$ cat config.mk
export PLATFORM = sky130hd
export DESIGN_NAME = e1fg_top
export DESIGN_NICKNAME = d
export VERILOG_FILES = /design/src/rtl/e1fg_top.v
export VERILOG_INCLUDE_DIRS = /design/src /design/src/rtl
export SDC_FILE = /design/constraint.sdc
export NUM_CORES = 1
export LEC_CHECK = 0
export BUFFER_PORTS_ARGS = -buffer_cell sky130_fd_sc_hd__buf_4
export CORE_ASPECT_RATIO = 2
export CORE_MARGIN = 2
export CORE_UTILIZATION = 62
export DETAILED_ROUTE_END_ITERATION = 7
export PLACE_DENSITY = 0.8
export SLEW_MARGIN = 40
export SYNTH_ARGS = -nofsm -noshare
export SYNTH_HDL_FRONTEND = slang
export SYNTH_SLANG_ARGS = --single-unit
$ cat constraint.sdc
create_clock -name clock -period 2.3 [get_ports clock]
set_input_delay 0.115 -clock clock [delete_from_list [all_inputs] [get_ports clock]]
set_output_delay 0.115 -clock clock [all_outputs]
set_load 0.02 [all_outputs]
$ cat src/rtl/e1fg_consts.vh
`ifndef E1FG_CONSTS_VH
`define E1FG_CONSTS_VH
// ======================================================================
// Register indexes within one channel; byte address = 4 * index
`define E1FG_CH_STRIDE 12'h100
`define E1FG_IDX_GEN_CTRL 8'h62
`define E1FG_IDX_SPARE_CTRL 8'h64
`define E1FG_IDX_SPARE7 8'h68
`define E1FG_IDX_SPARE8 8'h69
`define E1FG_IDX_EXTRA 8'h6a
`define E1FG_IDX_MAINT_A 8'h6b
`define E1FG_IDX_MAINT_B 8'h6c
`define E1FG_IDX_IRQ_EN 8'h6d
`define E1FG_IDX_FLAGS 8'h6e
// ======================================================================
// Field positions
`define E1FG_GEN_DISABLE 0
`define E1FG_GEN_CRC_EN 1
`define E1FG_GEN_SIG_EN 2
`define E1FG_GEN_EXTRA_REPLACE_DISABLE 6
`define E1FG_SP7_EN 1
`define E1FG_SP8_EN 0
`define E1FG_X0 3
`define E1FG_X1 1
`define E1FG_X2 0
`define E1FG_MA_REM 0
`define E1FG_MA_AUTO 1
`define E1FG_MA_CRIT 2
`define E1FG_MA_YBIT 3
`define E1FG_MA_TS16_ONES 4
`define E1FG_MA_TS16_ZERO 5
`define E1FG_MB_ONES 2
`define E1FG_MB_ZERO 3
`define E1FG_MB_SHIFT 4
`define E1FG_FL_BF 0
`define E1FG_FL_CRCMF 1
`define E1FG_FL_SIGMF 2
`define E1FG_FL_FAS 3
`define E1FG_FL_SUBMF 4
// ======================================================================
// Reset values and masks
`define E1FG_RST_GEN_CTRL 8'h00
`define E1FG_RST_SPARE_CTRL 2'h0
`define E1FG_RST_CODE 4'hf
`define E1FG_RST_EXTRA 3'h7
`define E1FG_RST_MAINT_A 6'h00
`define E1FG_RST_MAINT_B 3'h0
`define E1FG_RST_IRQ 5'h00
`define E1FG_FAS_WORD 7'h1b
// ======================================================================
// Timing
`define E1FG_CLK_HZ 100000000
`define E1FG_BIT_HZ 2048000
`define E1FG_BIT_DIV (`E1FG_CLK_HZ / `E1FG_BIT_HZ)
// Last divider count: 48 clocks per line bit
`define E1FG_BIT_DIV_LAST 8'h2f
`endif

$ cat src/rtl/e1fg_top.v
// Summary of operation
// [RULE1] Spare-7 enable inserts code bit 3, or all four under CRC.
// [RULE2] Spare-8 enable inserts code bit 3, or all four under CRC.
// [RULE3] Signalling multiframe puts extra bits in TS16 frame 0 bits 5,7,8.
// [RULE4] TS16 zero force replaces every TS16 octet with zeros.
// [RULE5] TS16 ones force replaces every TS16 octet with ones.
// [RULE6] Y bit value sent in bit 6 of TS16 frame 0 under signalling multiframe.
// [RULE7] Criteria 0: frame loss, interworking, offline loss or manual.
// [RULE8] Criteria 1: frame loss or manual alarm only.
// [RULE9] Auto alarm enabled sends A bit one while criteria hold.
// [RULE10] Manual alarm sends A bit one unconditionally.
// [RULE11] A toggle of shift control, or several in one bit period, deletes or repeats one stream bit.
// [RULE12] Transmit zero force overwrites the whole stream with zeros.
// [RULE13] Transmit ones force overwrites the whole stream with ones.
// [RULE14] Sub-multiframe start sets flag bit 4; write one clears.
// [RULE15] Alignment word start sets flag bit 3; write one clears.
// [RULE16] Signalling multiframe start sets flag bit 2; write one clears.
// [RULE17] CRC multiframe start sets flag bit 1; write one clears.
// [RULE18] Basic frame start sets flag bit 0; write one clears.
// [RULE19] Each flag drives interrupt only while its enable bit is one.
// [RULE20] Extra-bit disable leaves extra bits unreplaced.
// [RULE21] Generation disable stops basic, CRC and signalling framing.
// [RULE22] Eight channel register copies, base at channel times 0x100.
// [RULE23] Whole-stream overwrites beat timeslot and bit insertions.
`timescale 1ns/1ps
`include "e1fg_consts.vh"

module e1fg_top (
  input wire clock,
  input wire rst,
  input wire wb_cyc_i,
  input wire wb_stb_i,
  input wire wb_we_i,
  input wire [12:0] wb_adr_i,
  input wire [3:0] wb_sel_i,
  input wire [31:0] wb_dat_i,
  output reg [31:0] wb_dat_o,
  output reg wb_ack_o,
  input wire [7:0] bp_data_i,
  input wire [7:0] rx_oof_i,
  input wire [7:0] rx_interwork_i,
  input wire [7:0] rx_offline_oof_i,
  output wire [7:0] line_data_o,
  output reg bit_tick_o,
  output wire irq_o
);

  // ====================================================================
  // Bit-rate enable
  // 100 MHz does not divide to 2.048 MHz; 48 clocks per bit runs slightly
  // fast, accepted since the true line clock belongs to the timing logic
  localparam [7:0] DIV_LAST = `E1FG_BIT_DIV_LAST;
  reg [7:0] div_q;
  wire tick = (div_q == DIV_LAST);

  always @(posedge clock) begin
    if (rst) begin
      div_q <= 8'h00;
      bit_tick_o <= 1'b0;
    end else begin
      div_q <= tick ? 8'h00 : div_q + 8'h01;
      bit_tick_o <= tick;
    end
  end

  // ====================================================================
  // Input synchronisers: three stages, accept when last two agree
  // Backplane data and receive status arrive from other clock domains
  wire [31:0] raw_in = {rx_offline_oof_i, rx_interwork_i, rx_oof_i,
    bp_data_i};
  wire [31:0] sync_in;

  genvar s;
  generate
    for (s = 0; s < 32; s = s + 1) begin : g_sync
      reg s1_q, s2_q, s3_q, val_q;
      always @(posedge clock) begin
        if (rst) begin
          s1_q <= 1'b0;
          s2_q <= 1'b0;
          s3_q <= 1'b0;
          val_q <= 1'b0;
        end else begin
          s1_q <= raw_in[s];
          s2_q <= s1_q;
          s3_q <= s2_q;
          if (s2_q == s3_q) begin
            val_q <= s3_q;
          end
        end
      end
      assign sync_in[s] = val_q;
    end
  endgenerate

  // ====================================================================
  // Wishbone slave
  function is_mapped;
    input [7:0] off;
    begin
      is_mapped = (off == `E1FG_IDX_GEN_CTRL) ||
        (off == `E1FG_IDX_SPARE_CTRL) ||
        ((off >= `E1FG_IDX_SPARE7) && (off <= `E1FG_IDX_FLAGS));
    end
  endfunction

  wire [10:0] wb_idx = wb_adr_i[12:2];
  wire [2:0] wb_ch = wb_idx[10:8]; // see [RULE22]
  wire [7:0] wb_off = wb_idx[7:0];
  // Ack follows every strobe one cycle later, mapped or not, so a stray
  // access never hangs the bus; only byte lane 0 carries register data
  wire req = wb_cyc_i && wb_stb_i && !wb_ack_o;
  wire wr_go = req && wb_we_i && wb_sel_i[0] && is_mapped(wb_off);
  wire [63:0] rd_all;
  wire [7:0] irq_ch;

  always @(posedge clock) begin
    if (rst) begin
      wb_ack_o <= 1'b0;
      wb_dat_o <= 32'h0000_0000;
    end else begin
      wb_ack_o <= req;
      if (req && !wb_we_i) begin
        wb_dat_o <= {24'h00_0000, rd_all[wb_ch*8 +: 8]};
      end
    end
  end

  assign irq_o = |irq_ch;

  // ====================================================================
  // Per-channel registers and frame generator
  genvar g;
  generate
    for (g = 0; g < 8; g = g + 1) begin : g_ch
      reg [7:0] gen_ctrl_q;
      reg [1:0] spare_ctrl_q;
      reg [3:0] sp7_q, sp8_q;
      reg [2:0] extra_q;
      reg [5:0] maint_a_q;
      reg [2:0] maint_b_q;
      reg [4:0] irq_en_q;
      reg [4:0] flags_q;
      reg [4:0] flags_d;
      reg shift_prev_q, shift_pend_q, shift_kind_q;
      reg [11:0] pos_q;
      reg line_q;
      reg gen_bit;
      reg [7:0] rd;
      wire ch_wr = wr_go && (wb_ch == g);
      wire [7:0] wd = wb_dat_i[7:0];
      wire in_bit = sync_in[g];
      wire rx_oof = sync_in[8 + g];
      wire rx_iw = sync_in[16 + g];
      wire rx_off = sync_in[24 + g];
      wire gen_on = !gen_ctrl_q[`E1FG_GEN_DISABLE]; // see [RULE21]
      wire crc_on = gen_on && gen_ctrl_q[`E1FG_GEN_CRC_EN];
      wire sig_on = gen_on && gen_ctrl_q[`E1FG_GEN_SIG_EN];
      wire extra_replace_disable = gen_ctrl_q[`E1FG_GEN_EXTRA_REPLACE_DISABLE];
      // Position fields: frame in the multiframe, timeslot, bit in octet
      wire [4:0] ts = pos_q[7:3];
      wire [2:0] bn = pos_q[2:0];
      wire [3:0] frm = pos_q[11:8];
      wire [1:0] code_sel = crc_on ? ~frm[2:1] : 2'h3;
      wire manual = maint_a_q[`E1FG_MA_REM];
      wire crit = maint_a_q[`E1FG_MA_CRIT] ? (rx_oof || manual) :
        (rx_oof || rx_iw || rx_off || manual); // see [RULE7] [RULE8]
      wire rai = manual ||
        (maint_a_q[`E1FG_MA_AUTO] && crit); // see [RULE9] [RULE10]
      wire shift_req = maint_b_q[2] ^ shift_prev_q;
      wire [4:0] ev;
      wire [7:0] fas_word = {1'b0, `E1FG_FAS_WORD};
      wire ts0_slot = (ts == 5'd0);
      wire ts16_slot = (ts == 5'd16);
      wire frame_start = (pos_q[7:0] == 8'h00);
      wire fas_start = (pos_q[7:0] == 8'h01);
      wire even_frame = !frm[0];
      reg ts0_bit;
      reg sig_bit;
      reg slot_bit;

      // ==================================================================
      // Boundary events
      // Seen as each bit enters the generator, so they set on the same tick
      // that the line output takes that bit
      assign ev[`E1FG_FL_BF] = gen_on && frame_start; // see [RULE18]
      assign ev[`E1FG_FL_CRCMF] = crc_on &&
        (pos_q == 12'h000); // see [RULE17]
      assign ev[`E1FG_FL_SIGMF] = sig_on &&
        (pos_q == 12'h000); // see [RULE16]
      assign ev[`E1FG_FL_FAS] = gen_on && even_frame &&
        fas_start; // see [RULE15]
      assign ev[`E1FG_FL_SUBMF] = crc_on && (frm[2:0] == 3'h0) &&
        frame_start; // see [RULE14]

      // ==================================================================
      // Timeslot 0: alignment word, A bit and spare bits
      always @* begin
        ts0_bit = in_bit;
        if (gen_on && ts0_slot) begin
          if (even_frame) begin
            // Bit 1 stays with the backplane; no international bit here
            if (bn != 3'd0) begin
              ts0_bit = fas_word[3'd7 - bn];
            end
          end else begin
            case (bn)
              3'd1: begin
                ts0_bit = 1'b1;
              end
              3'd2: begin
                ts0_bit = rai; // see [RULE9] [RULE10]
              end
              3'd6: begin
                if (spare_ctrl_q[`E1FG_SP7_EN]) begin
                  ts0_bit = sp7_q[code_sel]; // see [RULE1]
                end
              end
              3'd7: begin
                if (spare_ctrl_q[`E1FG_SP8_EN]) begin
                  ts0_bit = sp8_q[code_sel]; // see [RULE2]
                end
              end
              default: begin
                ts0_bit = in_bit;
              end
            endcase
          end
        end
      end

      // ==================================================================
      // Timeslot 16 of frame 0: alignment zeros, extra bits and Y bit
      always @* begin
        sig_bit = ts0_bit;
        if (sig_on && ts16_slot && frm == 4'h0) begin
          case (bn)
            3'd4: begin
              sig_bit = extra_replace_disable ? in_bit : extra_q[2]; // see [RULE3] [RULE20]
            end
            3'd5: begin
              sig_bit = maint_a_q[`E1FG_MA_YBIT]; // see [RULE6]
            end
            3'd6: begin
              sig_bit = extra_replace_disable ? in_bit : extra_q[1]; // see [RULE3] [RULE20]
            end
            3'd7: begin
              sig_bit = extra_replace_disable ? in_bit : extra_q[0]; // see [RULE3] [RULE20]
            end
            default: begin
              sig_bit = 1'b0;
            end
          endcase
        end
      end

      // ==================================================================
      // Timeslot 16 forcing; ones beats zeros when both are set
      always @* begin
        slot_bit = sig_bit;
        if (ts16_slot && maint_a_q[`E1FG_MA_TS16_ONES]) begin
          slot_bit = 1'b1; // see [RULE5]
        end else if (ts16_slot && maint_a_q[`E1FG_MA_TS16_ZERO]) begin
          slot_bit = 1'b0; // see [RULE4]
        end
      end

      // ==================================================================
      // Whole-stream overwrites come last so they beat any insertion;
      // zeros beats ones so a disabled port never sends alarm ones
      always @* begin
        gen_bit = slot_bit;
        if (maint_b_q[1]) begin
          gen_bit = 1'b0; // see [RULE12] [RULE23]
        end else if (maint_b_q[0]) begin
          gen_bit = 1'b1; // see [RULE13] [RULE23]
        end
      end

      // ==================================================================
      // Flags: set after clear so a coincident event survives
      always @* begin
        flags_d = flags_q;
        if (ch_wr && wb_off == `E1FG_IDX_FLAGS) begin
          flags_d = flags_q & ~wd[4:0];
        end
        if (tick) begin
          // see [RULE14] [RULE15] [RULE16] [RULE17] [RULE18]
          flags_d = flags_d | ev;
        end
      end

      // ==================================================================
      // Read-back; reserved bits read as zero
      always @* begin
        case (wb_off)
          `E1FG_IDX_GEN_CTRL: rd = gen_ctrl_q;
          `E1FG_IDX_SPARE_CTRL: rd = {6'h00, spare_ctrl_q};
          `E1FG_IDX_SPARE7: rd = {4'h0, sp7_q};
          `E1FG_IDX_SPARE8: rd = {4'h0, sp8_q};
          `E1FG_IDX_EXTRA: rd = {4'h0, extra_q[2], 1'b0, extra_q[1:0]};
          `E1FG_IDX_MAINT_A: rd = {2'h0, maint_a_q};
          `E1FG_IDX_MAINT_B: rd = {3'h0, maint_b_q, 2'h0};
          `E1FG_IDX_IRQ_EN: rd = {3'h0, irq_en_q};
          `E1FG_IDX_FLAGS: rd = {3'h0, flags_q};
          default: rd = 8'h00;
        endcase
      end

      always @(posedge clock) begin
        if (rst) begin
          gen_ctrl_q <= `E1FG_RST_GEN_CTRL;
          spare_ctrl_q <= `E1FG_RST_SPARE_CTRL;
          sp7_q <= `E1FG_RST_CODE;
          sp8_q <= `E1FG_RST_CODE;
          extra_q <= `E1FG_RST_EXTRA;
          maint_a_q <= `E1FG_RST_MAINT_A;
          maint_b_q <= `E1FG_RST_MAINT_B;
          irq_en_q <= `E1FG_RST_IRQ;
        // Flags are written through the clear path above
        end else if (ch_wr) begin // see [RULE22]
          case (wb_off)
            `E1FG_IDX_GEN_CTRL: gen_ctrl_q <= wd & 8'h47;
            `E1FG_IDX_SPARE_CTRL: spare_ctrl_q <= wd[1:0];
            `E1FG_IDX_SPARE7: sp7_q <= wd[3:0];
            `E1FG_IDX_SPARE8: sp8_q <= wd[3:0];
            `E1FG_IDX_EXTRA: extra_q <= {wd[`E1FG_X0], wd[`E1FG_X1],
              wd[`E1FG_X2]};
            `E1FG_IDX_MAINT_A: maint_a_q <= wd[5:0];
            `E1FG_IDX_MAINT_B: maint_b_q <= wd[4:2];
            `E1FG_IDX_IRQ_EN: irq_en_q <= wd[4:0];
            default: irq_en_q <= irq_en_q;
          endcase
        end
      end

      // ==================================================================
      // Alignment shift: toggles alternate a repeat (position held for
      // one bit) and a delete (position skips one bit); several toggles
      // between two ticks collapse into a single pending shift
      always @(posedge clock) begin
        if (rst) begin
          flags_q <= 5'h00;
          shift_prev_q <= 1'b0;
          shift_pend_q <= 1'b0;
          shift_kind_q <= 1'b0;
          pos_q <= 12'h000;
          line_q <= 1'b0;
        end else begin
          flags_q <= flags_d;
          shift_prev_q <= maint_b_q[2];
          if (tick) begin
            line_q <= gen_bit;
            if (shift_pend_q) begin
              shift_pend_q <= shift_req;
              shift_kind_q <= !shift_kind_q;
              pos_q <= shift_kind_q ? pos_q + 12'h002 : pos_q; // see [RULE11]
            end else begin
              shift_pend_q <= shift_req;
              pos_q <= pos_q + 12'h001;
            end
          end else if (shift_req) begin
            shift_pend_q <= 1'b1;
          end
        end
      end

      assign line_data_o[g] = line_q;
      assign rd_all[g*8 +: 8] = rd;
      assign irq_ch[g] = |(flags_q & irq_en_q); // see [RULE19]
    end
  endgenerate

endmodule // e1fg_top

Word level (Yosys, flattened, before mapping)
Memories as Yosys holds them, arrays and structs flattened. Index checks and enable logic that the tools add are counted.

Bits in registers: 562. Memories: 8. Output and inout port bits: 43. Input port bits: 86. ROM bits: 64.

Bitwise operators: 41. Muxes and demuxes: 232. Shifts and indexed selects: 1. $lt $le $gt $ge: 18. Add/subtract/negate cells: 25. Reductions and logical operators: 350. Equal/unequal tests: 121.

Memory list: (no name shown) (depth 8, width 1, read ports 1, clocked after memory_dff 0, wr ports 0, RTL line e1fg_top.v:204) `ts0_bit = fas_word[3'd7 - bn];`; (no name shown) (depth 8, width 1, read ports 1, clocked after memory_dff 0, wr ports 0, RTL line e1fg_top.v:204); (no name shown) (depth 8, width 1, read ports 1, clocked after memory_dff 0, wr ports 0, RTL line e1fg_top.v:204); (no name shown) (depth 8, width 1, read ports 1, clocked after memory_dff 0, wr ports 0, RTL line e1fg_top.v:204); (no name shown) (depth 8, width 1, read ports 1, clocked after memory_dff 0, wr ports 0, RTL line e1fg_top.v:204); (no name shown) (depth 8, width 1, read ports 1, clocked after memory_dff 0, wr ports 0, RTL line e1fg_top.v:204); +2 memories.

Operators with widths (count): case mux 7 bit (9 select lines) (8); two-way mux 12 bit (16); AND reduction 2 bit (80); two-way mux 1 bit (152); logical AND 1 bit (143); == test 3 bit, second input constant (36); adder 12 x 1 -> 12 bit, second input constant (8); adder 12 x 2 -> 12 bit, second input constant (8); logical NOT 12 bit (8); bitwise AND 5 bit (16); two-way mux 5 bit (16); == test 8 x 7 -> 1 bit, second input constant (9); == test 8 x 1 -> 1 bit, second input constant (8); logical NOT 8 bit (8); case mux 1 bit (4 select lines) (16); variable part select 64 x 7 -> 8 bit (1); logical OR 1 bit (42); == test 5 bit, second input constant (8); logical NOT 5 bit (8); bitwise OR 5 bit (8); OR reduction 40 bit (1); binary-select mux 1 bit (select 2 bit) (16); == test 1 bit (32); logical NOT 4 bit (8); 19 further kinds (132).

Logic depth before layout (Yosys ltp)
Depth after elaboration: 14. Mapped depth: 10. Gate-level depth less buffers: 9.

Worst setup path after synthesis
OpenSTA, ideal clock, no wires.

Kind: flip-flop to flip-flop. From: register wb_ack_o. To: register g_ch[5].sp7_q[0]. Setup time: 0.120 ns. Setup slack: 0.124 ns. Clock period less this slack: 2.176 ns. Required time: 2.180 ns. Arrival time: 2.056 ns. Cell stages (with the launch flop): 9. Path through: dfxtp_1 > nand3b_1 > or2_2 > clkbuf_1 > nor3_4 > nand2_1 > nor2_1 > nor2b_1 > a211o_1.

Longest elaborated chain between the ends: 7.

RTL lines: start, declared (RTL line e1fg_top.v:38) `output reg wb_ack_o,`; start signal, assigned (RTL line e1fg_top.v:122) `wb_ack_o <= req;`; logical NOT 1 bit (RTL line e1fg_top.v:112) `wire req = wb_cyc_i && wb_stb_i && !wb_ack_o;`; logical AND 1 bit (RTL line e1fg_top.v:112); logical AND 1 bit (3 in a row) (RTL line e1fg_top.v:113) `wire wr_go = req && wb_we_i && wb_sel_i[0] && is_mapped(wb_off);`; logical AND 1 bit (RTL line e1fg_top.v:150) `wire ch_wr = wr_go && (wb_ch == g);`; AND reduction 2 bit (no line); end signal, assigned (RTL line e1fg_top.v:314) `` sp7_q <= `E1FG_RST_CODE; ``; end signal, assigned (RTL line e1fg_top.v:325) `` `E1FG_IDX_SPARE7: sp7_q <= wd[3:0]; ``; end, declared (RTL line e1fg_top.v:138) `reg [3:0] sp7_q, sp8_q;`.

No other way between the ends. A chain may end at the register's enable or synchronous reset.

Worst setup path after layout
From: register div_q[0]. To: register g_ch[3].pos_q[10].

Longest elaborated chain between the ends: 2.

RTL lines: start, declared (RTL line e1fg_top.v:53) `reg [7:0] div_q;`; start signal, assigned (RTL line e1fg_top.v:61) `div_q <= tick ? 8'h00 : div_q + 8'h01;`; == test 8 x 6 -> 1 bit (RTL line e1fg_top.v:54) `wire tick = (div_q == DIV_LAST);`; AND reduction 2 bit (no line); end signal, assigned (RTL line e1fg_top.v:357) `pos_q <= shift_kind_q ? pos_q + 12'h002 : pos_q;`; end signal, assigned (RTL line e1fg_top.v:360) `pos_q <= pos_q + 12'h001;`; end, declared (RTL line e1fg_top.v:146) `reg [11:0] pos_q;`.

No other way between the ends.

==> results.txt <==
Initial DRT Pass Iterations: 8
DP HPWL: 74,800 um
Pwr per Cell Area: 612 mW/mm2
final setup margin: -0.219 ns
Mean Syn Cell Area: 8.30 um2
post-synth cell types: 86
Port Buffers: 73
Detail Route Antenna Nets: 0
Clock Latency Late Sink: 0.61 ns
Max Fclk: 397 MHz
failing checks: negative setup slack
area of the multi-input gates: 0.0151 mm2
Clock Skews: 0.0404 ns
Least-Margin Pin Slew: 0.691 ns
all-layer global routing usage: 0.452
worst-case vdd ir drop: 0.912 mV
post-route insts no fill: 4,072
EDFF count, synth: 0
Max Transition Viols Final: 0
register area: 0.0112 mm2
P&R area growth vs syn: 19.6%
Via density: 6.66
total CTS buffers: 49
CP arrival: 3.06 ns
kind of end point of the critical path: flip-flop
RSZ-0062 raised after global routing: yes
CP Launch Type: flip-flop
Tmin final: 2.52 ns
Iteration-0 DRC Markers: 2,911
status: finished, violations left
Reg2Reg Depth: 10
Post-synth ARST share: 0
Core Area: 0.0432 mm2
first-pass GRT wire length: 154,000 um
total grt overflow: 0
crit path kind: reg -> reg
I/O Pins: 129
Die Area: 0.0454 mm2
reg2reg start: div_q[0]
GPL Wtd Cong: 1.07
final hold viol count: 0
Die X: 152 um
number of nets in the layout: 3,623
Fill cells: 3,079
Routed WL: 108,000 um
H-tree levels: 2
CTS root buf: clkbuf_16
fin crit share: 1.10
Post-Syn Area: 0.0270 mm2
top cell type by total area after synthesis: dfxtp_1
Hold Path Sink: g_ch[3].maint_a_q[0]
antenna violations before repair: 4
Req. time, crit path: 2.84 ns
count of final setup violators: 49
Cells after Synth: 3,259
layout cells sized above 1: 0.176
placed cell count: 3,907
Yosys reg bits: 561
chip height: 299 um
Crit Path Max Fanout: 5
hold slack: 0.0507 ns
R2R Path End: g_ch[3].pos_q[10]
Reg clk slew, reported paths: 0.07 ns
CTS Sinks: 561
Leak Pwr: 11.7 nW
Primary FF master, synth: dfxtp_1
post-synth top area share: 0.415
HP Class: in -> reg
sequential area share after synthesis: 0.415
vias in the first global route: 26,200
FF-to-FF setup slack: -0.22 ns
number of remaining DRC errors: 0
CTS tree: built
Synth area leaders: dfxtp_1 (42%), nand2_1 (5.8%), a21oi_1 (5.0%)
Row Count: 108
initial core utilization: 0.625
hold path cells: 3
wire per inst: 26.5 um
via count: 27,100
max_slew headroom: 0.538
Worst Hold Launch: wb_dat_i[0]
warnings from Yosys: 0
largest net degree at the start of global routing: 102
max-cap violations: 0
Max Buffers Root-to-Sink: 3
==> where the power goes <==
part	switching (mW)	total (mW)	internal, mW
Sequential	0.0472	9.83	9.78
Combinational	0.660	0.995	0.335
Clock	3.99	8.98	4.98
==> critical path: stages (launching register included) <==
cell and delay (ns):
dfxtp_2 0.37, ha_4 0.16, nand4_1 0.14, buf_4 0.20
nor4_4 0.34, buf_6 0.27, nand3_4 0.13, nor3_4 0.21
nand3_2 0.14, or3_4 0.36, a21oi_2 0.15
==> layout by cell type, fill, tap and decap left out, drive strengths merged, types with 17 or more instances in the layout <==
cell type / Yosys / layout
mux4: 23 / 23
or3: 22 / 22
nor2: 301 / 301
inv: 75 / 77
a31oi: 32 / 32
and3: 27 / 27
nor4: 21 / 21
dfxtp: 561 / 561
mux2i: 74 / 74
clkbuf: 163 / 61
nor2b: 181 / 181
a211oi: 17 / 17
a211o: 59 / 59
conb: 1 / 25
o211ai: 17 / 17
nand2b: 24 / 24
ha: 57 / 57
xor2: 53 / 53
xnor2: 30 / 30
o21ai: 241 / 241
nand3: 128 / 128
a22oi: 83 / 83
a21oi: 271 / 271
a221oi: 21 / 21
dlygate4sd3: 0 / 40
nand2: 420 / 420
a22o: 19 / 19
nor3: 43 / 43
buf: 75 / 344
==> logic make-up after synthesis <==
logic type	Yosys count	synth area share
AOI/OAI and AO/OA	882	0.206
DFF	561	0.415
and+or+nand+nor	1255	0.225
other	1	0.000139
xor gates and xnor gates	83	0.0269
adders and majority gates	57	0.0264
muxes	106	0.0503
buffers and inverters	314	0.0498
==> timing repair <==
action,in CTS,in global routing
buffers inserted,10,24
gates resized for setup,31,109
hold buffers,40,0
pin swaps,10,31
endpoints found under the setup margin,35,131
hold endpoints to repair,84,0
==> stage by stage <==
stage / cell area, um2 / utilization / power (mW) / setup slack, ns / TNS (ns)
after floorplan: 27100 / - / 10.5 / 0.124 / 0
final: 32300 / 0.748 / 19.8 / -0.219 / -3.74
after CTS: 31700 / 0.732 / 19.7 / -0.0593 / -0.0593
after detailed placement: 29300 / 0.678 / 10.9 / -0.149 / -1.75
after global placement: 29300 / 0.678 / 10.9 / -0.144 / -0.315
after global routing: 32300 / 0.748 / 20.2 / -0.326 / -11.59
==> state kept, by name (all words and copies together) (netlist names), 40 cells and up <==
register        count
g_ch.pos_q         96
g_ch.maint_a_q     48
g_ch.flags_q       40
g_ch.irq_en_q      40
==> routing by layer <==
layer / up-vias / wire length (um) / GRT usage
met1: 12900 / 34600 / 0.464
met2: 1718 / 51200 / 0.744
li1: 11900 / - / -
met4: 0 / 12400 / 0.425
met3: 631 / 9530 / 0.100
met5: - / 0 / 0
==> worst max path at each step <==
stage,from,end,depth (start not counted)
floorplan,wb_ack_o,g_ch[5].sp7_q[0],8
global placement,wb_adr_i[3],wb_dat_o[0],11
detailed placement,div_q[1],g_ch[2].pos_q[10],10
CTS,g_ch[2].flags_q[4],irq_o,6
global route,div_q[0],g_ch[3].pos_q[10],10
finish,div_q[0],g_ch[3].pos_q[10],10
==> synth_stat cells (36+ instances only) <==
cell type,number
o21ai_0,215
dfxtp_1,561
a211o_1,59
inv_1,75
nor3_1,36
nor2b_1,181
a22oi_1,83
mux2i_1,74
nand3_1,127
nor2_1,284
nand2_1,420
ha_1,57
clkbuf_1,161
buf_4,36
xor2_1,53
a21oi_1,271
==> final cells by class <==
class | instances | share of cell area
Multi-Input combinational cell | 2408 | 0.467
Inverter | 76 | 0.00882
Timing Repair Buffer | 384 | 0.102
Clock buffer | 61 | 0.0415
Clock inverter | 30 | 0.0120
Tap cell | 550 | 0.0213
Sequential cell | 561 | 0.348
Antenna cell | 2 | 0.000155
Note: power is estimated with default switching activity, not from simulation.
